==> src/shared/vcp_cfg.svh <==
// Constants for the vector compare predicate unit
`ifndef VCP_CFG_SVH
`define VCP_CFG_SVH
`define VCP_VEC_W 128
`define VCP_FP_LANES 4
`define VCP_FP_W 32
`define VCP_EXP_HI 30
`define VCP_EXP_LO 23
`define VCP_MAN_HI 22
`define VCP_SIGN_BIT 31
`define VCP_EXP_ONES 8'hFF
`define VCP_EXP_ZERO 8'h00
`define VCP_MAN_ZERO 23'h000000
`define VCP_W8_LANES 16
`define VCP_W16_LANES 8
`endif

==> src/shared/vcp_pkg.sv <==
// Types for the vector compare predicate unit
package vcp_pkg;
   typedef enum logic [3:0] {
      VCP_OP_ALL_NAN,
      VCP_OP_ALL_NUMERIC,
      VCP_OP_ALL_NE,
      VCP_OP_ANY_EQ,
      VCP_OP_ALL_NGE,
      VCP_OP_ALL_NGT,
      VCP_OP_ALL_NLE,
      VCP_OP_ALL_NLT,
      VCP_OP_ALL_GT
   } vcp_op_t;

   typedef enum logic [1:0] {
      VCP_EL_B8,
      VCP_EL_H16,
      VCP_EL_W32,
      VCP_EL_FP32
   } vcp_elem_t;

   typedef struct packed {
      logic valid;
      vcp_op_t op;
      vcp_elem_t elem;
      logic is_signed;
      logic non_java_flush_bit;
      logic [127:0] a;
      logic [127:0] b;
   } vcp_req_t;

   typedef struct packed {
      logic valid;
      logic result;
   } vcp_rsp_t;
endpackage

==> src/hw/vcp_fp_lane.sv <==
// One single-precision lane: class, flush and ordered compare
`timescale 1ns/1ps
`include "vcp_cfg.svh"
module vcp_fp_lane (
   input wire logic [31:0] i_a,
   input wire logic [31:0] i_b,
   input wire logic i_flush,
   output logic o_a_nan,
   output logic o_unord,
   output logic o_eq,
   output logic o_gt,
   output logic o_lt
);
   wire logic [7:0] a_exp = i_a[`VCP_EXP_HI:`VCP_EXP_LO];
   wire logic [7:0] b_exp = i_b[`VCP_EXP_HI:`VCP_EXP_LO];
   wire logic a_man_nz = i_a[`VCP_MAN_HI:0] != `VCP_MAN_ZERO;
   wire logic b_man_nz = i_b[`VCP_MAN_HI:0] != `VCP_MAN_ZERO;
   wire logic b_nan = (b_exp == `VCP_EXP_ONES) && b_man_nz;
   // Denormal flush keeps the sign; signed zeros compare equal anyway
   wire logic a_den = (a_exp == `VCP_EXP_ZERO) && a_man_nz;
   wire logic b_den = (b_exp == `VCP_EXP_ZERO) && b_man_nz;
   wire logic [31:0] a_f = (i_flush && a_den) ? {i_a[31], 31'h0} : i_a; // see [RL4]
   wire logic [31:0] b_f = (i_flush && b_den) ? {i_b[31], 31'h0} : i_b; // see [RL4]
   wire logic a_zero = a_f[30:0] == 31'h0;
   wire logic b_zero = b_f[30:0] == 31'h0;
   wire logic both_zero = a_zero && b_zero;
   wire logic a_neg = a_f[`VCP_SIGN_BIT];
   wire logic b_neg = b_f[`VCP_SIGN_BIT];
   wire logic mag_gt = a_f[30:0] > b_f[30:0];
   wire logic mag_lt = a_f[30:0] < b_f[30:0];
   wire logic raw_gt = (a_neg != b_neg) ? b_neg : (a_neg ? mag_lt : mag_gt);
   wire logic raw_lt = (a_neg != b_neg) ? a_neg : (a_neg ? mag_gt : mag_lt);
   // NaN test reads the raw operand, never the flushed one
   assign o_a_nan = (a_exp == `VCP_EXP_ONES) && a_man_nz; // see [RL2]
   assign o_unord = o_a_nan || b_nan;
   assign o_eq = !o_unord && (both_zero || (a_f == b_f));
   assign o_gt = !o_unord && !both_zero && raw_gt;
   assign o_lt = !o_unord && !both_zero && raw_lt;
endmodule

==> src/hw/vcp_top.sv <==
// Vector compare predicate unit, one registered result per request
// Contract
// [RL1] All-NaN returns 1 only when all four float lanes of a are NaN.
// [RL2] All-NaN and all-numeric ignore the flush mode bit.
// [RL3] All-not-equal returns 1 when no lane pair is equal.
// [RL4] With the flush bit set, denormal float lanes become zero first.
// [RL5] All-not-ge returns 1 when each pair is less-than or unordered.
// [RL6] All-not-gt returns 1 when each pair is less-or-equal or unordered.
// [RL7] All-not-le returns 1 when each pair is greater-than or unordered.
// [RL8] All-not-lt returns 1 when each pair is greater-or-equal or unordered.
// [RL9] All-numeric returns 1 only when no float lane of a is NaN.
// [RL10] Any-equal returns 1 when at least one lane pair is equal.
// [RL11] Equality tests split operands into 16x8, 8x16 or 4x32 lanes.
// [RL12] Unordered float predicates exist only for four float lanes.
// [RL13] All-greater returns 1 only when every a lane exceeds its b lane.
// [RL14] Integer lane equality is bitwise and ignores signedness.
// [RL15] All-tests AND the lane results, any-tests OR them.
`timescale 1ns/1ps
`include "vcp_cfg.svh"
module vcp_top #(
   parameter int VEC_W = `VCP_VEC_W
) (
   input wire logic i_clk,
   input wire logic i_reset_n,
   input wire vcp_pkg::vcp_req_t i_req,
   output vcp_pkg::vcp_rsp_t o_rsp,
   output logic o_illegal
);
   ////////////////////////////////////////////////////////////////////
   // Integer lanes
   logic [15:0] eq8;
   logic [7:0] eq16;
   logic [3:0] eq32;
   logic [15:0] gtu8;
   logic [15:0] gts8;
   logic [7:0] gtu16;
   logic [7:0] gts16;
   logic [3:0] gtu32;
   logic [3:0] gts32;
   genvar g;
   generate
      for (g = 0; g < `VCP_W8_LANES; g++) begin : g_b
         wire logic [7:0] a8 = i_req.a[g*8 +: 8];
         wire logic [7:0] b8 = i_req.b[g*8 +: 8];
         assign eq8[g] = a8 == b8; // see [RL14]
         assign gtu8[g] = a8 > b8;
         assign gts8[g] = $signed(a8) > $signed(b8);
      end
      for (g = 0; g < `VCP_W16_LANES; g++) begin : g_h
         wire logic [15:0] a16 = i_req.a[g*16 +: 16];
         wire logic [15:0] b16 = i_req.b[g*16 +: 16];
         assign eq16[g] = a16 == b16; // see [RL14]
         assign gtu16[g] = a16 > b16;
         assign gts16[g] = $signed(a16) > $signed(b16);
      end
      for (g = 0; g < `VCP_FP_LANES; g++) begin : g_w
         wire logic [31:0] a32 = i_req.a[g*32 +: 32];
         wire logic [31:0] b32 = i_req.b[g*32 +: 32];
         assign eq32[g] = a32 == b32; // see [RL14]
         assign gtu32[g] = a32 > b32;
         assign gts32[g] = $signed(a32) > $signed(b32);
      end
   endgenerate

   ////////////////////////////////////////////////////////////////////
   // Float lanes
   logic [3:0] f_nan;
   logic [3:0] f_un;
   logic [3:0] f_eq;
   logic [3:0] f_gt;
   logic [3:0] f_lt;
   generate
      for (g = 0; g < `VCP_FP_LANES; g++) begin : g_f
         vcp_fp_lane u_lane (
            .i_a(i_req.a[g*32 +: 32]),
            .i_b(i_req.b[g*32 +: 32]),
            .i_flush(i_req.non_java_flush_bit),
            .o_a_nan(f_nan[g]),
            .o_unord(f_un[g]),
            .o_eq(f_eq[g]),
            .o_gt(f_gt[g]),
            .o_lt(f_lt[g])
         );
      end
   endgenerate

   ////////////////////////////////////////////////////////////////////
   // Selection and reduction
   wire logic is_fp = i_req.elem == vcp_pkg::VCP_EL_FP32;
   // Lanes widened to 16 bits so one reduction serves every width
   logic [15:0] eq_l;
   logic [15:0] gt_l;
   logic [15:0] lane_mask;
   always_comb begin
      eq_l = 16'h0000;
      gt_l = 16'h0000;
      lane_mask = 16'hFFFF;
      case (i_req.elem)
         vcp_pkg::VCP_EL_B8: begin // see [RL11]
            eq_l = eq8;
            gt_l = i_req.is_signed ? gts8 : gtu8;
         end
         vcp_pkg::VCP_EL_H16: begin // see [RL11]
            eq_l = {8'h00, eq16};
            gt_l = {8'h00, i_req.is_signed ? gts16 : gtu16};
            lane_mask = 16'h00FF;
         end
         vcp_pkg::VCP_EL_W32: begin // see [RL11]
            eq_l = {12'h000, eq32};
            gt_l = {12'h000, i_req.is_signed ? gts32 : gtu32};
            lane_mask = 16'h000F;
         end
         default: begin
            eq_l = {12'h000, f_eq};
            gt_l = {12'h000, f_gt};
            lane_mask = 16'h000F;
         end
      endcase
   end

   wire logic any_eq = |(eq_l & lane_mask); // see [RL10] [RL15]
   wire logic none_eq = ~any_eq; // see [RL3] [RL15]
   wire logic all_gt = &(gt_l | ~lane_mask); // see [RL13] [RL15]
   wire logic all_nan = &f_nan; // see [RL1] [RL15]
   wire logic all_num = ~|f_nan; // see [RL9] [RL15]
   wire logic all_nge = &(f_lt | f_un); // see [RL5] [RL15]
   wire logic all_ngt = &(f_lt | f_eq | f_un); // see [RL6] [RL15]
   wire logic all_nle = &(f_gt | f_un); // see [RL7] [RL15]
   wire logic all_nlt = &(f_gt | f_eq | f_un); // see [RL8] [RL15]

   wire logic fp_only = (i_req.op == vcp_pkg::VCP_OP_ALL_NAN)
      || (i_req.op == vcp_pkg::VCP_OP_ALL_NUMERIC)
      || (i_req.op == vcp_pkg::VCP_OP_ALL_NGE)
      || (i_req.op == vcp_pkg::VCP_OP_ALL_NGT)
      || (i_req.op == vcp_pkg::VCP_OP_ALL_NLE)
      || (i_req.op == vcp_pkg::VCP_OP_ALL_NLT);
   // Float-only tests on integer lanes are refused and return 0
   wire logic illegal_d = fp_only && !is_fp; // see [RL12]

   logic res_d;
   always_comb begin
      res_d = 1'b0;
      case (i_req.op)
         vcp_pkg::VCP_OP_ALL_NAN: res_d = all_nan;
         vcp_pkg::VCP_OP_ALL_NUMERIC: res_d = all_num;
         vcp_pkg::VCP_OP_ALL_NE: res_d = none_eq;
         vcp_pkg::VCP_OP_ANY_EQ: res_d = any_eq;
         vcp_pkg::VCP_OP_ALL_NGE: res_d = all_nge;
         vcp_pkg::VCP_OP_ALL_NGT: res_d = all_ngt;
         vcp_pkg::VCP_OP_ALL_NLE: res_d = all_nle;
         vcp_pkg::VCP_OP_ALL_NLT: res_d = all_nlt;
         vcp_pkg::VCP_OP_ALL_GT: res_d = all_gt;
         default: res_d = 1'b0;
      endcase
      if (illegal_d) begin
         res_d = 1'b0; // see [RL12]
      end
   end

   ////////////////////////////////////////////////////////////////////
   // Output register
   always_ff @(posedge i_clk or negedge i_reset_n) begin
      if (!i_reset_n) begin
         o_rsp <= '0;
         o_illegal <= 1'b0;
      end else begin
         o_rsp.valid <= i_req.valid;
         o_rsp.result <= i_req.valid & res_d;
         o_illegal <= i_req.valid & illegal_d;
      end
   end
endmodule

==> config.mk <==
export PLATFORM = sky130hd
export DESIGN_NAME = vcp_top
export DESIGN_NICKNAME = d
export VERILOG_FILES = /design/src/shared/vcp_pkg.sv /design/src/hw/vcp_fp_lane.sv /design/src/hw/vcp_top.sv
export VERILOG_INCLUDE_DIRS = /design/src /design/src/shared
export SDC_FILE = /design/constraint.sdc
export NUM_CORES = 1
export LEC_CHECK = 0
export BUFFER_PORTS_ARGS = -buffer_cell sky130_fd_sc_hd__buf_4
export CAP_MARGIN = 15
export CORE_MARGIN = 3
export CORE_UTILIZATION = 30
export CTS_CLUSTER_DIAMETER = 60
export DETAILED_ROUTE_END_ITERATION = 8
export GPL_TIMING_DRIVEN = 0
export PLACE_DENSITY = 0.57
export SETUP_SLACK_MARGIN = 0.1
export SLEW_MARGIN = 5
export SYNTH_ARGS = -nofsm -noshare
export SYNTH_HDL_FRONTEND = slang
export SYNTH_HIERARCHICAL = 1
export SYNTH_SLANG_ARGS = --single-unit
==> constraint.sdc <==
create_clock -name i_clk -period 0.8 [get_ports i_clk]
set_input_delay 0.08 -clock i_clk [delete_from_list [all_inputs] [get_ports i_clk]]
set_output_delay 0.08 -clock i_clk [all_outputs]
set_load 0.01 [all_outputs]
* After elaboration in Yosys (flattened, before gate mapping)
Cells that the tools add are included.
** Storage, ports and cells
- Word-level logic and storage cells :: 268
- Output and inout bits :: 3
- Input port bits :: 267
- Register bits after elaboration :: 3
** Operators by class
- Muxes and demuxes :: 32
- $lt $le $gt $ge :: 64
- Bitwise logic cells :: 12
- Reductions and logical operators :: 102
- Equal/unequal tests :: 55
** Operator list (count)
- $eq A32 B32 Y1 :: 8
- $gt A16 B16 Y1 :: 16
- $gt A32 B32 Y1 :: 8
- $gt A8 B8 Y1 :: 32
- $logic_not A31 Y1 :: 8
- $mux W31 :: 8
- $reduce_bool A23 Y1 :: 8
- $eq A16 B16 Y1 :: 8
- $eq A8 B8 Y1 :: 16
- $gt A31 B31 Y1 :: 4
- $lt A31 B31 Y1 :: 4
- $pmux W16 S3 :: 2
- $eq A8 B8 Y1 const B :: 8
- $logic_not A8 Y1 :: 8
- $logic_and A1 B1 Y1 :: 45
- $pmux W16 S2 :: 1
- $or A4 B4 Y4 :: 6
- $reduce_and A4 Y1 :: 5
- $mux W1 :: 17
- $and A16 B16 Y16 :: 1
- $eq A4 B3 Y1 const B :: 4
- $mux W16 :: 1
- $not A16 Y16 :: 1
- $or A16 B16 Y16 :: 1
- other kinds (18) :: 45

* Longest topological paths before layout
Gate-level depths: netlist of run 1.
- Depth in word-level cells :: 15
- Mapped depth :: 21
- Depth with buffers taken out :: 20

* By module
Netlist of run 1, hierarchy kept.
** Modules (own cells, without submodules)
- vcp_fp_lane :: seq. area each 0.0 µm², times used 4, cells each 197, area each 1317.5 µm²
- vcp_top :: seq. area each 75.1 µm², times used 1, cells each 711, area each 4843.4 µm²

* Worst setup path after synthesis of run 1
Ideal clock, no wire load.
- Path kind :: input to register
- From :: in i_req[155] (netlist name)
- To :: reg o_rsp[0] (netlist name)
- Setup slack :: -2.846 ns
- Data arrival time :: 3.518 ns
- Library setup time :: 0.128 ns
- Cell stages on the path :: 21
- Path through :: or4_1 nor2_1 nand2_1 or2_4 buf_6 and2_4 ha_1 nand4_1 nor4_1 nand3_1 o21ai_0 nand2_1 o221a_2 o22ai_1 nor2_1 o22ai_1 a21oi_1 o32ai_1 nor3_1 a21oi_1 o31ai_2
** Between the ends
- Longest elaborated chain between the ends :: 15
- Elaborated cells on any way between the ends :: 58
** Ends and longest elaborated chain
- start: declaration :: RTL line vcp_top.sv:25 : input wire vcp_pkg::vcp_req_t i_req,
- branches (longest 8 deep; another with $gt A31 B31 Y1)
- $logic_and A1 B1 Y1 (*) :: RTL line vcp_fp_lane.sv:37 : assign o_gt = !o_unord && !both_zero && raw_gt;
- via f_gt[0] :: RTL line vcp_top.sv:70 : logic [3:0] f_gt;
- $pmux W16 S3 / $or A4 B4 Y4 (equally long branches) :: RTL line vcp_top.sv:98, vcp_top.sv:129
- $or A16 B16 Y16 / $or A4 B4 Y4 (equally long branches) :: RTL line vcp_top.sv:123, vcp_top.sv:129
- $reduce_and A16 Y1 / $reduce_and A4 Y1 (equally long branches) :: RTL line vcp_top.sv:123, vcp_top.sv:129
- $pmux W1 S9 (*) :: RTL line vcp_top.sv:143 : case (i_req.op)
- $mux W1 (*) :: RTL line vcp_top.sv:155 : if (illegal_d) begin
- $and A1 B1 Y1 (*) :: RTL line vcp_top.sv:168 : o_rsp.result <= i_req.valid & res_d;
- end: declaration :: RTL line vcp_top.sv:26 : output vcp_pkg::vcp_rsp_t o_rsp,
Mark *: on every way through the listed nets, which the timed path passes.

* Final worst setup path of run 1
- From :: in i_req[187] (netlist name)
- To :: reg o_rsp[0] (netlist name)
Same word-level chain as after synthesis.

==> flow_summary.ini, run 1 <==
[yosys]
synth_fa_ha_area_frac = 0.327
synth_most_common_cell = ha_1
ys_ff_latch = 3
synthSimpleGateAreaFrac = 0.350
synth_top_family_by_area = simple AND/OR/NAND/NOR gates
async_reset_ff_frac = 1.00
netlist_area_mm2 = 0.0101
syn_inst = 1499
ys_top_cells_by_area = ha_1 (33%), inv_1 (7.5%), a21oi_1 (7.1%)
yosysSeqAreaShare = 0.00742
muxShareOfSynthArea = 0.000990
synthFlopType = dfrtp_1
synth_fp_nets = 2030
synthDistinctLibCells = 79
netlist_top_cells_count = ha_1 (264), inv_1 (203), nand2_1 (183), a21oi_1 (143), nand4_1 (81)
yosysWarnings = 6
synth_top_area_frac = 0.327
synth.largest_area_cell = ha_1
synth_compound_area_frac = 0.202
synth-edff-count = 0
synthXorXnorAreaFrac = 0.00953
syn_area_per_cell_um2 = 6.75

[placement]
io_buffer_count = 268
hpwlAfterDp_um = 34500
place_area_mm2 = 0.0129
place_congestion = 0.930

[critical_path]
cp.required_ns = 0.90
crit_fanout = 10
worst-setup-path-type = primary input to flip-flop
critPathLaunchType = primary input
worstPathArrival_ns = 4.12
worstSetupEndpointType = flip-flop

[global_routing]
antenna_found_initial = 1
grtUsageTotal = 0.208
grt_max_degree = 13
overflow = 0
grt_pass1_wl_um = 61700
grt_pass1_vias = 12000

[floorplan]
rows = 66
fp.dieW_um = 190
start_util = 0.308
die-area_mm2 = 0.0360
floorplan.die.height_um = 190
core_area_mm2 = 0.0329
io_pins = 270

[final_layout]
regArea_um2 = 75.1
drive_gt1_frac = 0.258
finalNetCount = 2336
final_area_mm2 = 0.0136
diodes = 0
syn2layout_area_growth_pct = 34.1
multi_input_area_mm2 = 0.00950
fillers = 3526

[routing]
drtAntennaViolNets = 0
totalWireLength_um = 39200
drc = 0
drtIter0Drc = 586
avgViaCountPerCell = 5.35
vias = 12000
routedWlPerCell_um = 17.5
drt_pass1_iterations = 4

[run_status]
status = finished, violations left
violations = setup timing

[timing]
worst_pin_slew_ns = 1.07
hold_viol = 0
setup_ws_ns = -3.23
period_minus_slack_ns = 4.03
finalCritPeriodShare = 5.03
rsz0062_at_grt = true
maxSlewViolCount = 0
setup_violations = 3
slew_headroom = 0.280
hold_ws_ns = 0.181
max_freq_mhz = 248

[power_and_ir_drop]
powerDensity_mw_per_mm2 = 567
power_w = 0.00769
leakage_nw = 6.85
ir_drop_mv = 0.887

[clock_tree]
cts_root_buf = clkbuf_16
h-tree-depth = 1
cts_made_buffers = 3
cts_sinks = 3
clk_pin_slew_ns = 0.03
cts_tree = done
cts_max_path_buffers = 2

[job]
drv_cap = 0

[worst_hold_path]
hp-class = primary input to asynchronous set/reset pin
stage by stage:
stage,setup slack [ns],util,setup TNS [ns],std cells
detailed placement,-3.86,0.394,-4.04,2209
floorplan,-2.74,-,-2.74,1499
global placement,-3.82,0.394,-3.98,2209
global route,-3.46,0.413,-3.51,2246
CTS,-3.13,0.411,-3.13,2242
finish,-3.23,0.413,-3.23,2246
kinds of logic (layout without fill, tap and decap cells):
logic type,after synthesis,after routing
compound gates,325,325
xor+xnor,11,11
fa+ha+maj,264,264
buf+inv,257,562
flops,3,3
mux,1,1
simple gates,638,638
layout make-up:
cell class,instances,area share
inverter,204,0.0565
sequential,3,0.00554
timing repair buffer,301,0.168
buffer,53,0.0232
multi-input combinational,1239,0.700
tap,442,0.0408
clock buffer,4,0.00581
flip-flops by register name, summed over array words and instances, names as in the netlist:
| signal | count |
|---|---|
| o_illegal | 1 |
| o_rsp | 2 |
layout by cell type (no fill, tap or decap), types with 7 or more instances in the layout:
master,n
nor2b_1,17
o21ai_0,52
buf_4,301
a21o_1,8
nand2_1,178
inv_1,203
a21oi_1,142
and2_1,41
buf_6,8
nor4_1,48
nor4_4,9
and2_2,12
nand4_1,81
clkbuf_1,30
xnor2_1,10
nand3_1,37
o22ai_1,7
nand2b_1,9
ha_1,248
o21bai_1,7
nor3_1,30
o21ai_1,7
and2_4,40
ha_4,16
nor2_1,63
o211ai_1,15
o31ai_1,9
per-layer routing:
layer | track usage | vias up | routed length, um
met4 | 0.0336 | 2 | 557
met2 | 0.375 | 332 | 18800
li1 | - | 6040 | -
met3 | 0.0131 | 38 | 1930
met5 | 0 | - | 14
met1 | 0.276 | 5613 | 17900
final timing paths:
path	slack, ns	from	depth (start not counted)	endpoint
max	-3.23	i_req[187]	19	o_rsp[0]
min in group i_clk	0.25	i_req[264]	2	o_illegal
max in group asynchronous	0.52	i_reset_n	2	o_rsp[0]
min	0.18	i_reset_n	2	o_illegal
critical path, cell delays in order:
cell,delay (ns)
buf_4,0.12
or4_4,0.54
nor2_4,0.16
nand2_2,0.07
buf_4,0.16
clkbuf_4,0.17
and2_1,0.17
ha_1,0.30
a21oi_1,0.14
o21ai_1,0.12
a221oi_2,0.40
a21oi_1,0.14
nor3_2,0.22
o221a_4,0.25
a41oi_1,0.10
or4_1,0.40
nor2_1,0.10
o211ai_1,0.11
o31ai_2,0.37
report_power, final:
group	leakage, nW	total [W]	switching [W]	internal [W]
registers	0.0389	0.000162	0.00000323	0.000159
clock network	0.0382	0.000824	0.000164	0.000660
logic	6.77	0.00670	0.00359	0.00311
total	6.85	0.00769	0.00375	0.00393
repair_timing:
item                                   in CTS  in global routing
resized for setup                          59                  7
hold buffers                                2                  0
endpoints found under the hold margin       4                  0
pin swaps                                  28                 12
setup endpoints to repair                   5                  5
setup buffers                              27                  4
(Power assumes the default switching activity.)
==> run 2, diff against run 1 <==
- CELL_PAD_IN_SITES_DETAIL_PLACEMENT: not set -> 0
- CELL_PAD_IN_SITES_GLOBAL_PLACEMENT: not set -> 2
- PLACE_DENSITY: 0.57 -> 0.92
==> run 2 against run 1 <==
  * The flow still finishes with violations (setup timing)
  * Final cell count fell by 0.45%
  * Global-route usage about the same
  * Critical path depth grew 2
  * Non-clock buffer count shrank 11
  * Fmax shrank 1.1%
  * Via count fell by 0.80%
  * Worst setup slack got worse by 0.045 ns
  * Routed wire length down 0.18%
  * First-iteration DRC count decreased by 3.2%
  * Worst hold slack got worse by 0.16 ns
  * Largest cell class unchanged
==> flow_summary.ini, run 2 (synthesis gave the netlist of run 1 again) <==
[timing]
maxSlewViolCount = 0
hold_ws_ns = 0.0215
finalCritPeriodShare = 5.09
hold_viol = 0
max_freq_mhz = 246
setup_ws_ns = -3.27
rsz0062_at_grt = true
worst_pin_slew_ns = 1.11
period_minus_slack_ns = 4.07
setup_violations = 1
slew_headroom = 0.253

[routing]
avgViaCountPerCell = 5.33
drtIter0Drc = 567
totalWireLength_um = 39100
drt_pass1_iterations = 5
vias = 11900
drc = 0
drtAntennaViolNets = 0
routedWlPerCell_um = 17.5

[final_layout]
reg_top3 = o_rsp (2), o_illegal (1)
final_area_mm2 = 0.0135
drive_gt1_frac = 0.258
top_register = o_rsp
final_cell_mix = buf_4 (290), ha_1 (246), inv_1 (203)
finalNetCount = 2325
regArea_um2 = 75.1
final_common_cell = buf_4
multi_input_area_mm2 = 0.00956
largest_reg_flops = 2
syn2layout_area_growth_pct = 33.8
fillers = 3519

[floorplan]
fp.dieW_um = 190
floorplan.die.height_um = 190
core_area_mm2 = 0.0329
start_util = 0.308
io_pins = 270
rows = 66
die-area_mm2 = 0.0360

[clock_tree]
cts_made_buffers = 3
cts_root_buf = clkbuf_16
cts_sinks = 3
cts_max_path_buffers = 2
clk_pin_slew_ns = 0.03
cts_tree = done
h-tree-depth = 1

[placement]
io_buffer_count = 268
place_area_mm2 = 0.0129
place_congestion = 0.895
hpwlAfterDp_um = 34600

[power_and_ir_drop]
ir_drop_mv = 0.786
leakage_nw = 6.78
powerDensity_mw_per_mm2 = 567

[critical_path]
crit_fanout = 10
critPathLaunchType = primary input
worstPathArrival_ns = 4.15
worstSetupEndpointType = flip-flop
worst-setup-path-type = primary input to flip-flop
cp.required_ns = 0.88

[worst_hold_path]
hp-class = primary input to flip-flop
hold_path_depth = 1

[run_status]
violations = setup timing
status = finished, violations left

[global_routing]
grt_max_degree = 13
grt_pass1_wl_um = 61400
antenna_found_initial = 2
overflow = 0
grt_pass1_vias = 11900
grtUsageTotal = 0.207

[job]
drv_cap = 0
## run 2: what timing repair did
| item | in CTS | in global routing |
|---|---|---|
| endpoints found under the hold margin | 3 | 0 |
| setup endpoints to repair | 5 | 5 |
| resized for setup | 54 | 17 |
| buffers inserted | 19 | 2 |
| gates cloned | 0 | 0 |
| hold buffers | 1 | 0 |
| pin swaps | 26 | 5 |
## run 2: power breakdown
group	total, W	switching (W)	internal [W]	leakage (nW)
clock network	0.000781	0.000124	0.000657	0.0382
registers	0.000162	0.00000294	0.000159	0.0389
logic	0.00672	0.00361	0.00311	6.71
total	0.00767	0.00374	0.00393	6.78
## run 2: final timing paths
| check | startpoint | endpoint | slack (ns) |
|---|---|---|---|
| setup / recovery | i_req[247] | o_rsp[0] | -3.27 |
| hold / removal | i_req[264] | o_rsp[1] | 0.02 |
| max in group asynchronous | i_reset_n | o_illegal | 0.49 |
| min in group asynchronous | i_reset_n | o_rsp[1] | 0.22 |
## run 2: per-layer routing
metal	vias up	track usage	wire, um
met2	301	0.370	18700
met3	37	0.0157	1930
met4	2	0.0259	531
met5	-	0	20
li1	6012	-	-
met1	5577	0.280	17900
## run 2: through the flow
| step | util | instances | setup WS, ns | total power (W) | setup TNS [ns] |
|---|---|---|---|---|---|
| after floorplan | - | 1499 | -2.74 | 0.00396 | -2.74 |
| after global placement | 0.394 | 2209 | -3.91 | 0.00652 | -4.12 |
| after detailed placement | 0.394 | 2209 | -3.92 | 0.00663 | -4.14 |
| after CTS | 0.409 | 2233 | -3.25 | 0.00761 | -3.25 |
| after global routing | 0.412 | 2236 | -3.46 | 0.00852 | -3.46 |
| final | 0.412 | 2236 | -3.27 | 0.00767 | -3.27 |
## run 2: cell type report
| class | count | share of cell area |
|---|---|---|
| antenna | 1 | 0.000185 |
| multi-input combinational | 1239 | 0.706 |
| tap | 442 | 0.0409 |
| timing repair buffer | 290 | 0.162 |
| inverter | 204 | 0.0566 |
| clock buffer | 4 | 0.00583 |
| buffer | 53 | 0.0223 |
| sequential | 3 | 0.00555 |
## run 2: critical path: stages
cell and delay (ns):
buf_4 0.13, or4_1 0.53, nor2_2 0.18, nand2_2 0.10, or2_4 0.28, buf_6 0.15, and2_4 0.14, ha_4 0.28
nand4_1 0.17, nor4_4 0.42, nand3_1 0.14, o21ai_2 0.10, nand3_1 0.10, o211a_1 0.13, or3_1 0.32, o31ai_1 0.09
nor4_1 0.10, o32ai_1 0.31, nor3_1 0.08, a21oi_1 0.17, o31ai_2 0.13
